<file path="src/rtl/tol_pkg.sv">
// constants, field layouts and carrier types of the thermal overload output stage
// assumes a 100 MHz pclk and an apb master with 32-bit data
package tol_pkg;

  // ==========================================================
  // register map, byte addresses
  localparam logic [7:0] CTRL_OFS = 8'h00;
  localparam logic [7:0] ALARM1_LEVEL_OFS = 8'h04;
  localparam logic [7:0] ALARM2_LEVEL_OFS = 8'h08;
  localparam logic [7:0] LOCKOUT_LEVEL_OFS = 8'h0c;
  localparam logic [7:0] TRIP_LEVEL_OFS = 8'h10;
  localparam logic [7:0] TRIP_DELAY_OFS = 8'h14;
  localparam logic [7:0] STATUS_OFS = 8'h18;
  localparam logic [7:0] EVENT_OFS = 8'h1c;

  // ==========================================================
  // control bits
  localparam int CTRL_ALARM1_EN_BIT = 0;
  localparam int CTRL_ALARM2_EN_BIT = 1;
  localparam int CTRL_LOCKOUT_EN_BIT = 2;
  localparam int CTRL_FORCING_BIT = 3;
  localparam int CTRL_SW_BLOCK_BIT = 4;
  localparam logic [4:0] CTRL_RESET = 5'h00;

  // ==========================================================
  // status fields
  localparam int STATUS_COND_POS = 0;
  localparam int STATUS_LOAD_POS = 4;
  localparam int STATUS_FAULT_POS = 8;
  localparam int STATUS_OUT_POS = 16;

  // ==========================================================
  // levels in 0.1 % steps, delay in 5 ms steps
  localparam int LEVEL_W = 11;
  localparam logic [LEVEL_W-1:0] LEVEL_MAX = 11'h5dc;
  localparam logic [LEVEL_W-1:0] ALARM1_LEVEL_RESET = 11'h190;
  localparam logic [LEVEL_W-1:0] ALARM2_LEVEL_RESET = 11'h190;
  localparam logic [LEVEL_W-1:0] LOCKOUT_LEVEL_RESET = 11'h320;
  localparam logic [LEVEL_W-1:0] TRIP_LEVEL_RESET = 11'h3e8;
  localparam int DELAY_W = 20;
  localparam logic [DELAY_W-1:0] TRIP_DELAY_MAX = 20'hafc80;
  localparam logic [DELAY_W-1:0] TRIP_DELAY_RESET = 20'h00000;

  // ==========================================================
  // current and factor scaling, 0.01 x nominal per lsb
  localparam int CUR_W = 16;
  localparam logic [CUR_W-1:0] CUR_LIGHT = 16'h0001;
  localparam logic [CUR_W-1:0] CUR_HIGH = 16'h00c8;
  localparam logic [CUR_W-1:0] FACTOR_ONE = 16'h0064;

  // ==========================================================
  // program cycle timing
  localparam int CLK_PERIOD_NS = 10;
  localparam int PROG_CYCLE_NS = 5000000;
  localparam int PROG_CYCLE_CLKS = PROG_CYCLE_NS / CLK_PERIOD_NS;

  // ==========================================================
  // codes
  typedef enum logic [2:0] {
    COND_NORMAL = 3'h0,
    COND_ALARM1 = 3'h1,
    COND_ALARM2 = 3'h2,
    COND_LOCKOUT = 3'h3,
    COND_TRIP = 3'h4,
    COND_BLOCKED = 3'h5
  } tol_cond_e;

  typedef enum logic [2:0] {
    LOAD_STOPPED = 3'h0,
    LOAD_STALLED = 3'h1,
    LOAD_JUST_STOPPED = 3'h2,
    LOAD_OVERLOADING = 3'h3,
    LOAD_RUNNING = 3'h4
  } tol_load_e;

  typedef enum logic [1:0] {
    ST_IDLE = 2'h0,
    ST_START = 2'h1,
    ST_TRIP = 2'h2,
    ST_BLOCKED = 2'h3
  } tol_state_e;

  // ==========================================================
  // carriers
  typedef struct packed {
    logic [LEVEL_W-1:0] capacity;
    logic [CUR_W-1:0] current;
    logic [CUR_W-1:0] pickup_current;
  } tol_image_s;

  typedef struct packed {
    logic [CUR_W-1:0] service_factor;
    logic service_factor_ok;
    logic [CUR_W-1:0] ambient_k;
    logic ambient_ok;
    logic [CUR_W-1:0] nominal_current;
    logic nominal_ok;
    logic ambient_k_consistent;
  } tol_setting_s;

  typedef struct packed {
    logic [CUR_W-1:0] service_factor;
    logic [CUR_W-1:0] ambient_k;
    logic [CUR_W-1:0] nominal_current;
  } tol_used_s;

  typedef struct packed {
    logic alarm1;
    logic alarm2;
    logic lockout;
    logic trip;
    logic start;
    logic blocked;
  } tol_out_s;

  typedef struct packed {
    logic [2:0] fault_type;
    logic [LEVEL_W-1:0] capacity;
    logic [CUR_W-1:0] current;
  } tol_event_s;

endpackage : tol_pkg

</file>
<file path="src/rtl/tol_output_stage.sv">
// output stage of the machine thermal overload function: levels, trip delay,
// blocking, condition and load codes, setting fault substitution, apb registers
// assumes image and setting inputs come from logic on pclk; block_in is a pin
//
// Added by the designer: the APB interface to the registers and the register offsets.
`timescale 1ns/1ps

// Behaviour
// - first alarm asserts when enabled and capacity reaches its level, default 40 %
// - second alarm asserts when enabled and capacity reaches its level, default 40 %
// - restart lockout asserts when enabled and capacity reaches its level, default 80 %
// - trip judged by capacity against trip level, default 100 %, no enable
// - trip held off by settable delay in 5 ms steps, default zero
// - alarms and lockout act directly; only trip passes the blocking check
// - block input sampled at start of every program cycle
// - pick-up without blocking raises start and runs operate timing
// - pick-up with blocking raises blocked and goes no further
// - blocking during start clears start and releases as on pick-up reset
// - blocking issues display event and blocking event with current and fault type
// - software switch drives blocking only while stage forcing is enabled
// - condition code 0..5; normal code means no outputs driven except start
// - load status code 0 stopped to 4 running normal
// - load classed by current: light, normal, overloading, high overload
// - invalid service factor flags a fault and uses 1.0
// - invalid ambient settings flag a fault and use 1.0
// - invalid nominal current flags a fault and uses 1.0
// - inconsistent ambient k flagged only while the fault exists
module tol_output_stage import tol_pkg::*; #(
  parameter int unsigned CYCLE_CLKS = PROG_CYCLE_CLKS
) (
  // clock and reset
  input wire logic pclk,
  input wire logic presetn,
  // apb slave
  input wire logic psel,
  input wire logic penable,
  input wire logic pwrite,
  input wire logic [7:0] paddr,
  input wire logic [31:0] pwdata,
  input wire logic [3:0] pstrb,
  output logic [31:0] prdata,
  output logic pready,
  output logic pslverr,
  // thermal image and settings
  input wire tol_image_s image,
  input wire tol_setting_s setting,
  // blocking matrix pin
  input wire logic block_in,
  // outputs to i/o and event logging
  output tol_out_s outs,
  output tol_cond_e condition,
  output tol_load_e load_status,
  output logic [3:0] setting_fault_flag,
  output tol_used_s used,
  output logic display_event,
  output logic block_event,
  output tol_event_s block_event_data
);

  // a cycle of one clock would never leave the tick state
  if (CYCLE_CLKS < 2) begin : g_cycle_short
    $error("tol_output_stage: CYCLE_CLKS below 2");
  end
  if (CYCLE_CLKS > 32'h00ffffff) begin : g_cycle_long
    $error("tol_output_stage: CYCLE_CLKS exceeds the 24-bit counter");
  end

  // ==========================================================
  // program cycle tick
  // count starts at zero, so the first tick falls on the first edge after reset
  logic [23:0] cyc_cnt;
  logic tick;
  assign tick = (cyc_cnt == 24'h000000);

  always_ff @(posedge pclk or negedge presetn) begin
    if (!presetn) begin
      cyc_cnt <= 24'h000000;
    end else if (tick) begin
      cyc_cnt <= 24'(CYCLE_CLKS - 1);
    end else begin
      cyc_cnt <= cyc_cnt - 24'h000001;
    end
  end

  // ==========================================================
  // block pin synchroniser
  // only the second stage feeds logic; the first may go metastable
  logic blk_meta;
  logic blk_sync;

  always_ff @(posedge pclk or negedge presetn) begin
    if (!presetn) begin
      blk_meta <= 1'b0;
      blk_sync <= 1'b0;
    end else begin
      blk_meta <= block_in;
      blk_sync <= blk_meta;
    end
  end

  // ==========================================================
  // registers
  logic [4:0] ctrl;
  logic [LEVEL_W-1:0] alarm1_level;
  logic [LEVEL_W-1:0] alarm2_level;
  logic [LEVEL_W-1:0] lockout_level;
  logic [LEVEL_W-1:0] trip_level;
  logic [DELAY_W-1:0] trip_delay;
  logic [1:0] event_flags;

  wire access = psel & penable;
  wire wr = access & pwrite & pstrb[0];
  wire hit_ctrl = (paddr == CTRL_OFS);
  wire hit_a1 = (paddr == ALARM1_LEVEL_OFS);
  wire hit_a2 = (paddr == ALARM2_LEVEL_OFS);
  wire hit_lo = (paddr == LOCKOUT_LEVEL_OFS);
  wire hit_tr = (paddr == TRIP_LEVEL_OFS);
  wire hit_dl = (paddr == TRIP_DELAY_OFS);
  wire hit_st = (paddr == STATUS_OFS);
  wire hit_ev = (paddr == EVENT_OFS);
  wire mapped = hit_ctrl | hit_a1 | hit_a2 | hit_lo | hit_tr | hit_dl | hit_st | hit_ev;

  // levels above 150.0 % in the low 11 bits of pwdata saturate; higher pwdata bits are dropped, so those wrap
  wire [LEVEL_W-1:0] wr_level = (pwdata[LEVEL_W-1:0] > LEVEL_MAX) ? LEVEL_MAX : pwdata[LEVEL_W-1:0];
  wire [DELAY_W-1:0] wr_delay = (pwdata[DELAY_W-1:0] > TRIP_DELAY_MAX) ? TRIP_DELAY_MAX : pwdata[DELAY_W-1:0];
  // delay field spans three byte lanes; all three must be enabled
  wire wr_delay_ok = wr & hit_dl & pstrb[1] & pstrb[2];
  wire wr_level_ok = wr & pstrb[1];

  always_ff @(posedge pclk or negedge presetn) begin
    if (!presetn) begin
      ctrl <= CTRL_RESET;
      alarm1_level <= ALARM1_LEVEL_RESET;
      alarm2_level <= ALARM2_LEVEL_RESET;
      lockout_level <= LOCKOUT_LEVEL_RESET;
      trip_level <= TRIP_LEVEL_RESET;
      trip_delay <= TRIP_DELAY_RESET;
    end else begin
      if (wr & hit_ctrl) begin
        ctrl <= pwdata[4:0];
      end
      if (wr_level_ok & hit_a1) begin
        alarm1_level <= wr_level;
      end
      if (wr_level_ok & hit_a2) begin
        alarm2_level <= wr_level;
      end
      if (wr_level_ok & hit_lo) begin
        lockout_level <= wr_level;
      end
      if (wr_level_ok & hit_tr) begin
        trip_level <= wr_level;
      end
      if (wr_delay_ok) begin
        trip_delay <= wr_delay;
      end
    end
  end

  // ==========================================================
  // blocking source and sampling
  logic blk_cycle;
  wire blk_src = blk_sync | (ctrl[CTRL_FORCING_BIT] & ctrl[CTRL_SW_BLOCK_BIT]);

  // sampled once per cycle, so a late block waits a full 5 ms
  always_ff @(posedge pclk or negedge presetn) begin
    if (!presetn) begin
      blk_cycle <= 1'b0;
    end else if (tick) begin
      blk_cycle <= blk_src;
    end
  end

  // ==========================================================
  // comparators
  wire a1_pick = ctrl[CTRL_ALARM1_EN_BIT] & (image.capacity >= alarm1_level);
  wire a2_pick = ctrl[CTRL_ALARM2_EN_BIT] & (image.capacity >= alarm2_level);
  wire lo_pick = ctrl[CTRL_LOCKOUT_EN_BIT] & (image.capacity >= lockout_level);
  wire tr_pick = (image.capacity >= trip_level);

  // ==========================================================
  // trip sequence
  tol_state_e state;
  tol_state_e next_state;
  logic [DELAY_W-1:0] dly_cnt;
  logic [DELAY_W-1:0] next_dly_cnt;
  wire dly_done = (dly_cnt >= trip_delay);

  always_comb begin
    next_state = state;
    next_dly_cnt = dly_cnt;
    case (state)
      ST_IDLE: begin
        next_dly_cnt = {DELAY_W{1'b0}};
        if (tr_pick && blk_cycle) begin
          next_state = ST_BLOCKED;
        end else if (tr_pick) begin
          next_state = ST_START;
        end
      end
      ST_START: begin
        // blocking is checked before the delay, so it wins over an expiring count
        if (!tr_pick) begin
          next_state = ST_IDLE;
        end else if (blk_cycle) begin
          next_state = ST_BLOCKED;
        end else if (dly_done) begin
          next_state = ST_TRIP;
        end else begin
          next_dly_cnt = dly_cnt + {{(DELAY_W-1){1'b0}}, 1'b1};
        end
      end
      ST_TRIP: begin
        if (!tr_pick) begin
          next_state = ST_IDLE;
        end
      end
      ST_BLOCKED: begin
        // release path as on pick-up reset; a fresh start needs the block gone
        if (!tr_pick || !blk_cycle) begin
          next_state = ST_IDLE;
        end
      end
      default: begin
        next_state = ST_IDLE;
      end
    endcase
  end

  // zero delay trips on the cycle after start, not in the same one
  always_ff @(posedge pclk or negedge presetn) begin
    if (!presetn) begin
      state <= ST_IDLE;
      dly_cnt <= {DELAY_W{1'b0}};
    end else if (tick) begin
      state <= next_state;
      dly_cnt <= next_dly_cnt;
    end
  end

  // ==========================================================
  // outputs, condition and load codes
  logic prev_running;
  wire cur_light = (image.current < CUR_LIGHT);
  wire cur_high = (image.current > CUR_HIGH);
  wire cur_over = (image.current > image.pickup_current);
  wire enter_block = tick & (state != ST_BLOCKED) & (next_state == ST_BLOCKED);

  tol_cond_e next_cond;
  tol_load_e next_load;

  // condition follows the state being entered, so it moves together with outs
  always_comb begin
    if (next_state == ST_BLOCKED) begin
      next_cond = COND_BLOCKED;
    end else if (next_state == ST_TRIP) begin
      next_cond = COND_TRIP;
    end else if (lo_pick) begin
      next_cond = COND_LOCKOUT;
    end else if (a2_pick) begin
      next_cond = COND_ALARM2;
    end else if (a1_pick) begin
      next_cond = COND_ALARM1;
    end else begin
      next_cond = COND_NORMAL;
    end
  end

  // just stopped stands for one program cycle only
  always_comb begin
    if (cur_light && prev_running) begin
      next_load = LOAD_JUST_STOPPED;
    end else if (cur_light) begin
      next_load = LOAD_STOPPED;
    end else if (cur_high) begin
      next_load = LOAD_STALLED;
    end else if (cur_over) begin
      next_load = LOAD_OVERLOADING;
    end else begin
      next_load = LOAD_RUNNING;
    end
  end

  always_ff @(posedge pclk or negedge presetn) begin
    if (!presetn) begin
      outs <= '0;
      condition <= COND_NORMAL;
      load_status <= LOAD_STOPPED;
      prev_running <= 1'b0;
    end else if (tick) begin
      outs.alarm1 <= a1_pick;
      outs.alarm2 <= a2_pick;
      outs.lockout <= lo_pick;
      outs.trip <= (next_state == ST_TRIP);
      outs.start <= (next_state == ST_START);
      outs.blocked <= (next_state == ST_BLOCKED);
      condition <= next_cond;
      load_status <= next_load;
      prev_running <= ~cur_light;
    end
  end

  // ==========================================================
  // blocking events
  always_ff @(posedge pclk or negedge presetn) begin
    if (!presetn) begin
      display_event <= 1'b0;
      block_event <= 1'b0;
      block_event_data <= '0;
    end else begin
      display_event <= enter_block;
      block_event <= enter_block;
      if (enter_block) begin
        block_event_data.fault_type <= COND_TRIP;
        block_event_data.capacity <= image.capacity;
        block_event_data.current <= image.current;
      end
    end
  end

  // sticky copy for software; a new block beats a same-cycle clear
  wire leave_block = tick & (state == ST_BLOCKED) & (next_state != ST_BLOCKED);
  wire clr_entered = wr & hit_ev & pwdata[0];
  wire clr_released = wr & hit_ev & pwdata[1];
  always_ff @(posedge pclk or negedge presetn) begin
    if (!presetn) begin
      event_flags <= 2'h0;
    end else begin
      event_flags[0] <= enter_block | (event_flags[0] & ~clr_entered);
      event_flags[1] <= leave_block | (event_flags[1] & ~clr_released);
    end
  end

  // ==========================================================
  // setting fault substitution, live while the fault stands
  assign setting_fault_flag[0] = ~setting.service_factor_ok;
  assign setting_fault_flag[1] = ~setting.ambient_ok;
  assign setting_fault_flag[2] = ~setting.nominal_ok;
  assign setting_fault_flag[3] = ~setting.ambient_k_consistent;

  always_ff @(posedge pclk or negedge presetn) begin
    if (!presetn) begin
      used <= {FACTOR_ONE, FACTOR_ONE, FACTOR_ONE};
    end else begin
      used.service_factor <= setting.service_factor_ok ? setting.service_factor : FACTOR_ONE;
      used.ambient_k <= setting.ambient_ok ? setting.ambient_k : FACTOR_ONE;
      used.nominal_current <= setting.nominal_ok ? setting.nominal_current : FACTOR_ONE;
    end
  end

  // ==========================================================
  // apb read side, zero wait states
  wire [31:0] status_word = (32'(condition) << STATUS_COND_POS)
                          | (32'(load_status) << STATUS_LOAD_POS)
                          | (32'(setting_fault_flag) << STATUS_FAULT_POS)
                          | (32'(outs) << STATUS_OUT_POS);
  wire [31:0] rd_mux = hit_ctrl ? 32'(ctrl)
                     : hit_a1 ? 32'(alarm1_level)
                     : hit_a2 ? 32'(alarm2_level)
                     : hit_lo ? 32'(lockout_level)
                     : hit_tr ? 32'(trip_level)
                     : hit_dl ? 32'(trip_delay)
                     : hit_st ? status_word
                     : hit_ev ? 32'(event_flags)
                     : 32'h00000000;

  assign pready = 1'b1;
  assign pslverr = access & ~mapped;
  // prdata reads zero outside a read access to keep the bus quiet
  assign prdata = (access & ~pwrite) ? rd_mux : 32'h00000000;

endmodule : tol_output_stage

</file>
<file path="config.mk">
export PLATFORM = sky130hd
export DESIGN_NAME = tol_output_stage
export DESIGN_NICKNAME = d
export VERILOG_FILES = /design/src/rtl/tol_pkg.sv /design/src/rtl/tol_output_stage.sv
export SDC_FILE = /design/constraint.sdc
export NUM_CORES = 1
export LEC_CHECK = 0
export ABC_AREA = 1
export BUFFER_PORTS_ARGS = -buffer_cell sky130_fd_sc_hd__clkbuf_2
export CAP_MARGIN = 15
export CORE_ASPECT_RATIO = 1.1
export CORE_MARGIN = 2
export CORE_UTILIZATION = 51
export DETAILED_ROUTE_END_ITERATION = 7
export PLACE_DENSITY = 0.76
export SETUP_SLACK_MARGIN = 0.5
export SLEW_MARGIN = 20
export SYNTH_ARGS = -nofsm -noshare
export SYNTH_HDL_FRONTEND = slang
export SYNTH_SLANG_ARGS = --single-unit
</file>
<file path="constraint.sdc">
create_clock -name pclk -period 3.2 [get_ports pclk]
set_input_delay 0.8 -clock pclk [delete_from_list [all_inputs] [get_ports pclk]]
set_output_delay 0.8 -clock pclk [all_outputs]
set_load 0.1 [all_outputs]
</file>
==> results summary <==
The sink count of the clock tree is 210. The number of vias per cell came out at 5.24. The number of enable flip-flop cells after synthesis came out at 0.

The type of destination of the critical path is an output port. Summing all flip-flop and latch instances after layout gives 5290 sq um. The clock latency on the worst-skew pair is 0.53 ns. The total die area came out at 24,500 sq um.

Hold repair after CTS inserted 0 buffers. Among cell families on the critical path, the largest total delay comes from simple AND/OR/NAND/NOR gates. The worst reg2reg path depth is 12. In this run the power spent charging and discharging nets is 1820 uW. The die boundary height is 164 microns. The min-delay analysis places its worst path in the category in -> async.

The total via count in the routed design came out at 11,280. The global placement routability congestion is 0.993. The post-synthesis cell count is 1,531. The cell sitting at the root of the clock tree is a sky130_fd_sc_hd__clkbuf_16. The number of storage elements in the synthesis netlist is 210. In this run the deepest clock path goes through 3 buffers. The first global-routing pass estimated 55,500 microns of wire. The share of total power in sequential cells came out at 0.408. The final reports fail on negative setup slack. In the final timing run, aggregate negative setup slack is -0.0550 ns.

The core outline area came out at 22,900 sq um. The combined global-route utilization of all metal layers came out at 0.287. Once detail routing completed, the nets flagged for antenna violations numbered 0. The final-report hold violation count is 0. Counting distinct cell types in the post-synthesis netlist gives 46.

The floorplan has 58 rows. For this design the static power due to leakage is 0.00830 uW. After synthesis, the largest family of logic cells by area is simple AND/OR/NAND/NOR gates.

The combined buffer and inverter count along the critical path came out at 3. At the end of the flow, the number of nets in the layout was 2,060. The length of the first detailed-routing pass in iterations is 5. The power density relative to cell area is 427 nW/um^2. The peak supply drop is 0.000375 V. Dividing the final minimum period by the clock period gives 1.01. Walking the worst path, the cells encountered are buf_6, nor2_4, nand2_1, nor2_2, nand2_2, buf_8, o21ai_1, o21ai_1, nand2_1, nand2_2, a21oi_4, buf_12.

The CTS H-tree depth came out at 1. The net switching fraction of the power came out at 0.274. The total area of multi-input combinational cells came out at 5860 sq um. Measured on the finished design, the core utilization comes to 0.680. Of all nets on the critical path, the largest fanout is 6. The worst register-to-register path has a setup slack of 0.75 ns. The average instance in the mapped netlist occupies 7.76 sq um.

The mapped cell area is 11,900 sq um. The setup clock skew after layout is 0.0165 ns. The clock edge transition at the registers on the reported setup and hold paths came out at 0.06 ns.

The clock network fraction of total power came out at 0.468. The endpoint identified for the worst register-to-register timing path is block_event_data[2]$_DFFE_PN0P_. The post-synthesis mux area share came out at 0. The master of the slowest instance on the critical path is sky130_fd_sc_hd__buf_12. The slew at the pin closest to its max-slew limit came out at 0.638 ns.

The post-placement setup slack is -0.0328 ns. The number of antenna violations at the first check in global routing is 1. The simple logic cell fraction of the synthesized area is 0.257. Counting the buffers created by CTS gives 24. The area growth from synthesis to layout is 30.9%.

The delay of the slowest cell on the worst path came out at 0.19 ns. The kind of launch point of the worst setup path is an input port. STA puts the critical path data required time at 2.40 ns. By startpoint and endpoint, the worst setup path is classified as in -> out. The TritonCTS clock tree is built. The sequential element share of the synthesized area came out at 0.445.

The top cell type by total area after synthesis is sky130_fd_sc_hd__dfrtp_1. The post-layout minimum cycle time is 3.23 ns. The compound-cell area share of the yosys netlist is 0.0971. The async set-or-reset flop fraction in the synthesized netlist came out at 1.00. The detailed-route wire length per cell is 16.4 microns.

The number of input and output port buffers inserted is 248. The internal power of the cells is 4820 uW. The post-synthesis xor/xnor area fraction is 0.0221. The number of design-rule violations left by the first detailed-router iteration came out at 700.

The floorplan step set the die width to 150 microns. The fraction of layout cells with a size suffix above 1 is 0.258. The post-detailed-placement half-perimeter wirelength came out at 27,100 microns.

In the synthesized netlist the dominant register cell turns out to be sky130_fd_sc_hd__dfrtp_1. The sum of routed wire length over all layers is 35,300 microns. The number of DRC violations after detailed routing came out at 0. The max-slew violation count came to 0. The critical path data arrival time is 2.43 ns. Summed over all layers, the global routing overflow is 0. 275 I/O pins were placed. The remaining max-slew budget at the tightest pin is 0.570. Of the total synthesized cell area, the portion taken by full adders, half adders and majority gates is 0.0864. The worst register-to-register path begins at cyc_cnt[0]$_DFF_PN0_. Ranked by total cell area, the synthesized netlist is headed by sky130_fd_sc_hd__dfrtp_1 39%, sky130_fd_sc_hd__nand2_1 14%, sky130_fd_sc_hd__ha_1 8.6%.

The fill cell instance count of the final layout came out at 1,824. The final worst setup slack is -0.0295 ns. The max-capacitance violation count is 0. The largest net degree at the start of global routing is 72.

The top cell type's share of synthesized area came out at 0.392. Setup violations remaining at the end of the flow were counted as 3. The run finished, with violations left. For this configuration, the core starts out at a cell density of 0.520. Yosys printed 0 warnings. The via count of the first global-routing pass is 11,116. Yosys instantiated no cell more often than sky130_fd_sc_hd__nand2_1.

Setup repair after global routing could not meet its margin everywhere. The relative contribution of combinational cells to total power came out at 0.124. The timing-limited maximum frequency came out at 0.310 GHz. Ranked by instance count, the synthesized netlist is headed by 438 x sky130_fd_sc_hd__nand2_1, 217 x sky130_fd_sc_hd__inv_1, 186 x sky130_fd_sc_hd__dfrtp_1, 133 x sky130_fd_sc_hd__nor2_1, 111 x sky130_fd_sc_hd__o21ai_0.
-- placed cells by master (no fill, tap or decap), types with 4 or more instances in the layout --
cell                         netlist  routed
sky130_fd_sc_hd__bufinv_16         0       5
sky130_fd_sc_hd__conb_1            2      13
sky130_fd_sc_hd__dfstp_2          24      24
sky130_fd_sc_hd__nor3_4            2       9
sky130_fd_sc_hd__clkbuf_16         0      24
sky130_fd_sc_hd__ha_1             82      82
sky130_fd_sc_hd__clkbuf_8          0       8
sky130_fd_sc_hd__buf_6             4       8
sky130_fd_sc_hd__nand2_4           0       4
sky130_fd_sc_hd__nor2_1          133     122
sky130_fd_sc_hd__nor2_4            3      10
sky130_fd_sc_hd__xor2_1           22      22
sky130_fd_sc_hd__o21ai_1           3      17
sky130_fd_sc_hd__a21oi_4           0       4
sky130_fd_sc_hd__o211ai_1          6       6
sky130_fd_sc_hd__nand2_2           2      12
sky130_fd_sc_hd__clkinvlp_4        0       9
sky130_fd_sc_hd__nand3b_1          4       4
sky130_fd_sc_hd__buf_4            14      50
sky130_fd_sc_hd__o22ai_1           4       4
sky130_fd_sc_hd__nand4_1          21      21
sky130_fd_sc_hd__or2_2            13      13
sky130_fd_sc_hd__nor3_1           20      13
sky130_fd_sc_hd__nand2_1         438     424
sky130_fd_sc_hd__o21ai_0         111      94
sky130_fd_sc_hd__nand3_1          72      69
sky130_fd_sc_hd__a21oi_1          63      58
sky130_fd_sc_hd__buf_12            0      29
sky130_fd_sc_hd__inv_1           217     199
sky130_fd_sc_hd__nor2_2            6      10
sky130_fd_sc_hd__xnor2_1           8       8
sky130_fd_sc_hd__o21a_1            4       4
sky130_fd_sc_hd__a31oi_1           6       6
sky130_fd_sc_hd__clkbuf_2          1     222
sky130_fd_sc_hd__dfrtp_1         186     186
sky130_fd_sc_hd__inv_2             3       7
-- per-stage QoR --
step | hold slack (ns) | power [uW] | cell area (sq um) | cells
finish | 0.285 | 6640 | 15500 | 2152
floorplan | 0.331 | 3280 | 12300 | 1542
global route | 0.314 | 6860 | 15500 | 2152
CTS | 0.306 | 6670 | 15500 | 2149
detailed placement | 0.337 | 3560 | 14400 | 2099
global placement | 0.333 | 3550 | 14400 | 2099
-- power by group through the flow --
| stage | sequential [uW] | clock (uW) | combinational [uW] |
|---|---|---|---|
| after floorplan | 2990 | 0 | 288 |
| after global placement | 2760 | 0 | 793 |
| after detailed placement | 2760 | 0 | 806 |
| after CTS | 2710 | 3140 | 818 |
| after global routing | 2710 | 3260 | 882 |
| final | 2710 | 3110 | 822 |
-- registers in the layout, indices dropped and copies added (netlist names) --
| signal | flops |
|---|---|
| cyc_cnt | 24 |
| trip_level | 11 |
| block_event_data | 28 |
| condition | 3 |
| alarm2_level | 11 |
| blk_cycle | 1 |
| outs | 6 |
| alarm1_level | 11 |
| blk_sync | 1 |
| dly_cnt | 20 |
| prev_running | 1 |
| lockout_level | 11 |
| event_flags | 2 |
| ctrl | 5 |
| used | 48 |
| load_status | 3 |
| block_event | 1 |
| blk_meta | 1 |
| trip_delay | 20 |
| state | 2 |
-- layer usage --
layer | share of wire | vias to the layer above | track usage
li1 | - | 5459 | -
met1 | 0.39 | 5315 | 0.355
met2 | 0.49 | 377 | 0.486
met3 | 0.062 | 129 | 0.0514
met4 | 0.055 | 0 | 0.139
met5 | 0 | - | 0
-- layout make-up --
class | instances | area share
antenna | 1 | 0.000161
clock buffer | 30 | 0.0439
clock inverter | 14 | 0.0146
inverter | 221 | 0.0587
multi-input combinational | 1064 | 0.377
sequential | 210 | 0.340
tap | 300 | 0.0241
timing repair buffer | 312 | 0.141
-- worst max path at each step --
stage / startpoint / cells past startpoint / end
after detailed placement: paddr[7] / 13 / prdata[6]
after global placement: paddr[7] / 12 / prdata[1]
after floorplan: paddr[7] / 8 / prdata[7]
after CTS: paddr[0] / 10 / prdata[0]
after global routing: paddr[1] / 12 / prdata[1]
final: paddr[1] / 12 / prdata[1]
-- repair_timing --
item / CTS / global route
gates resized for setup: 24 / 16
setup endpoints to repair: 23 / 23
pin swaps: 10 / 14
buffers inserted: 6 / 2
-- cells by family after synthesis --
kind of cell	Yosys count
AO/OA/AOI/OAI	213
XOR/XNOR	30
adder cells (fa/ha/maj)	82
buffers and inverters	268
flip-flops	210
other	2
AND/OR/NAND/NOR	726
Power figures use the tool's default switching activity.
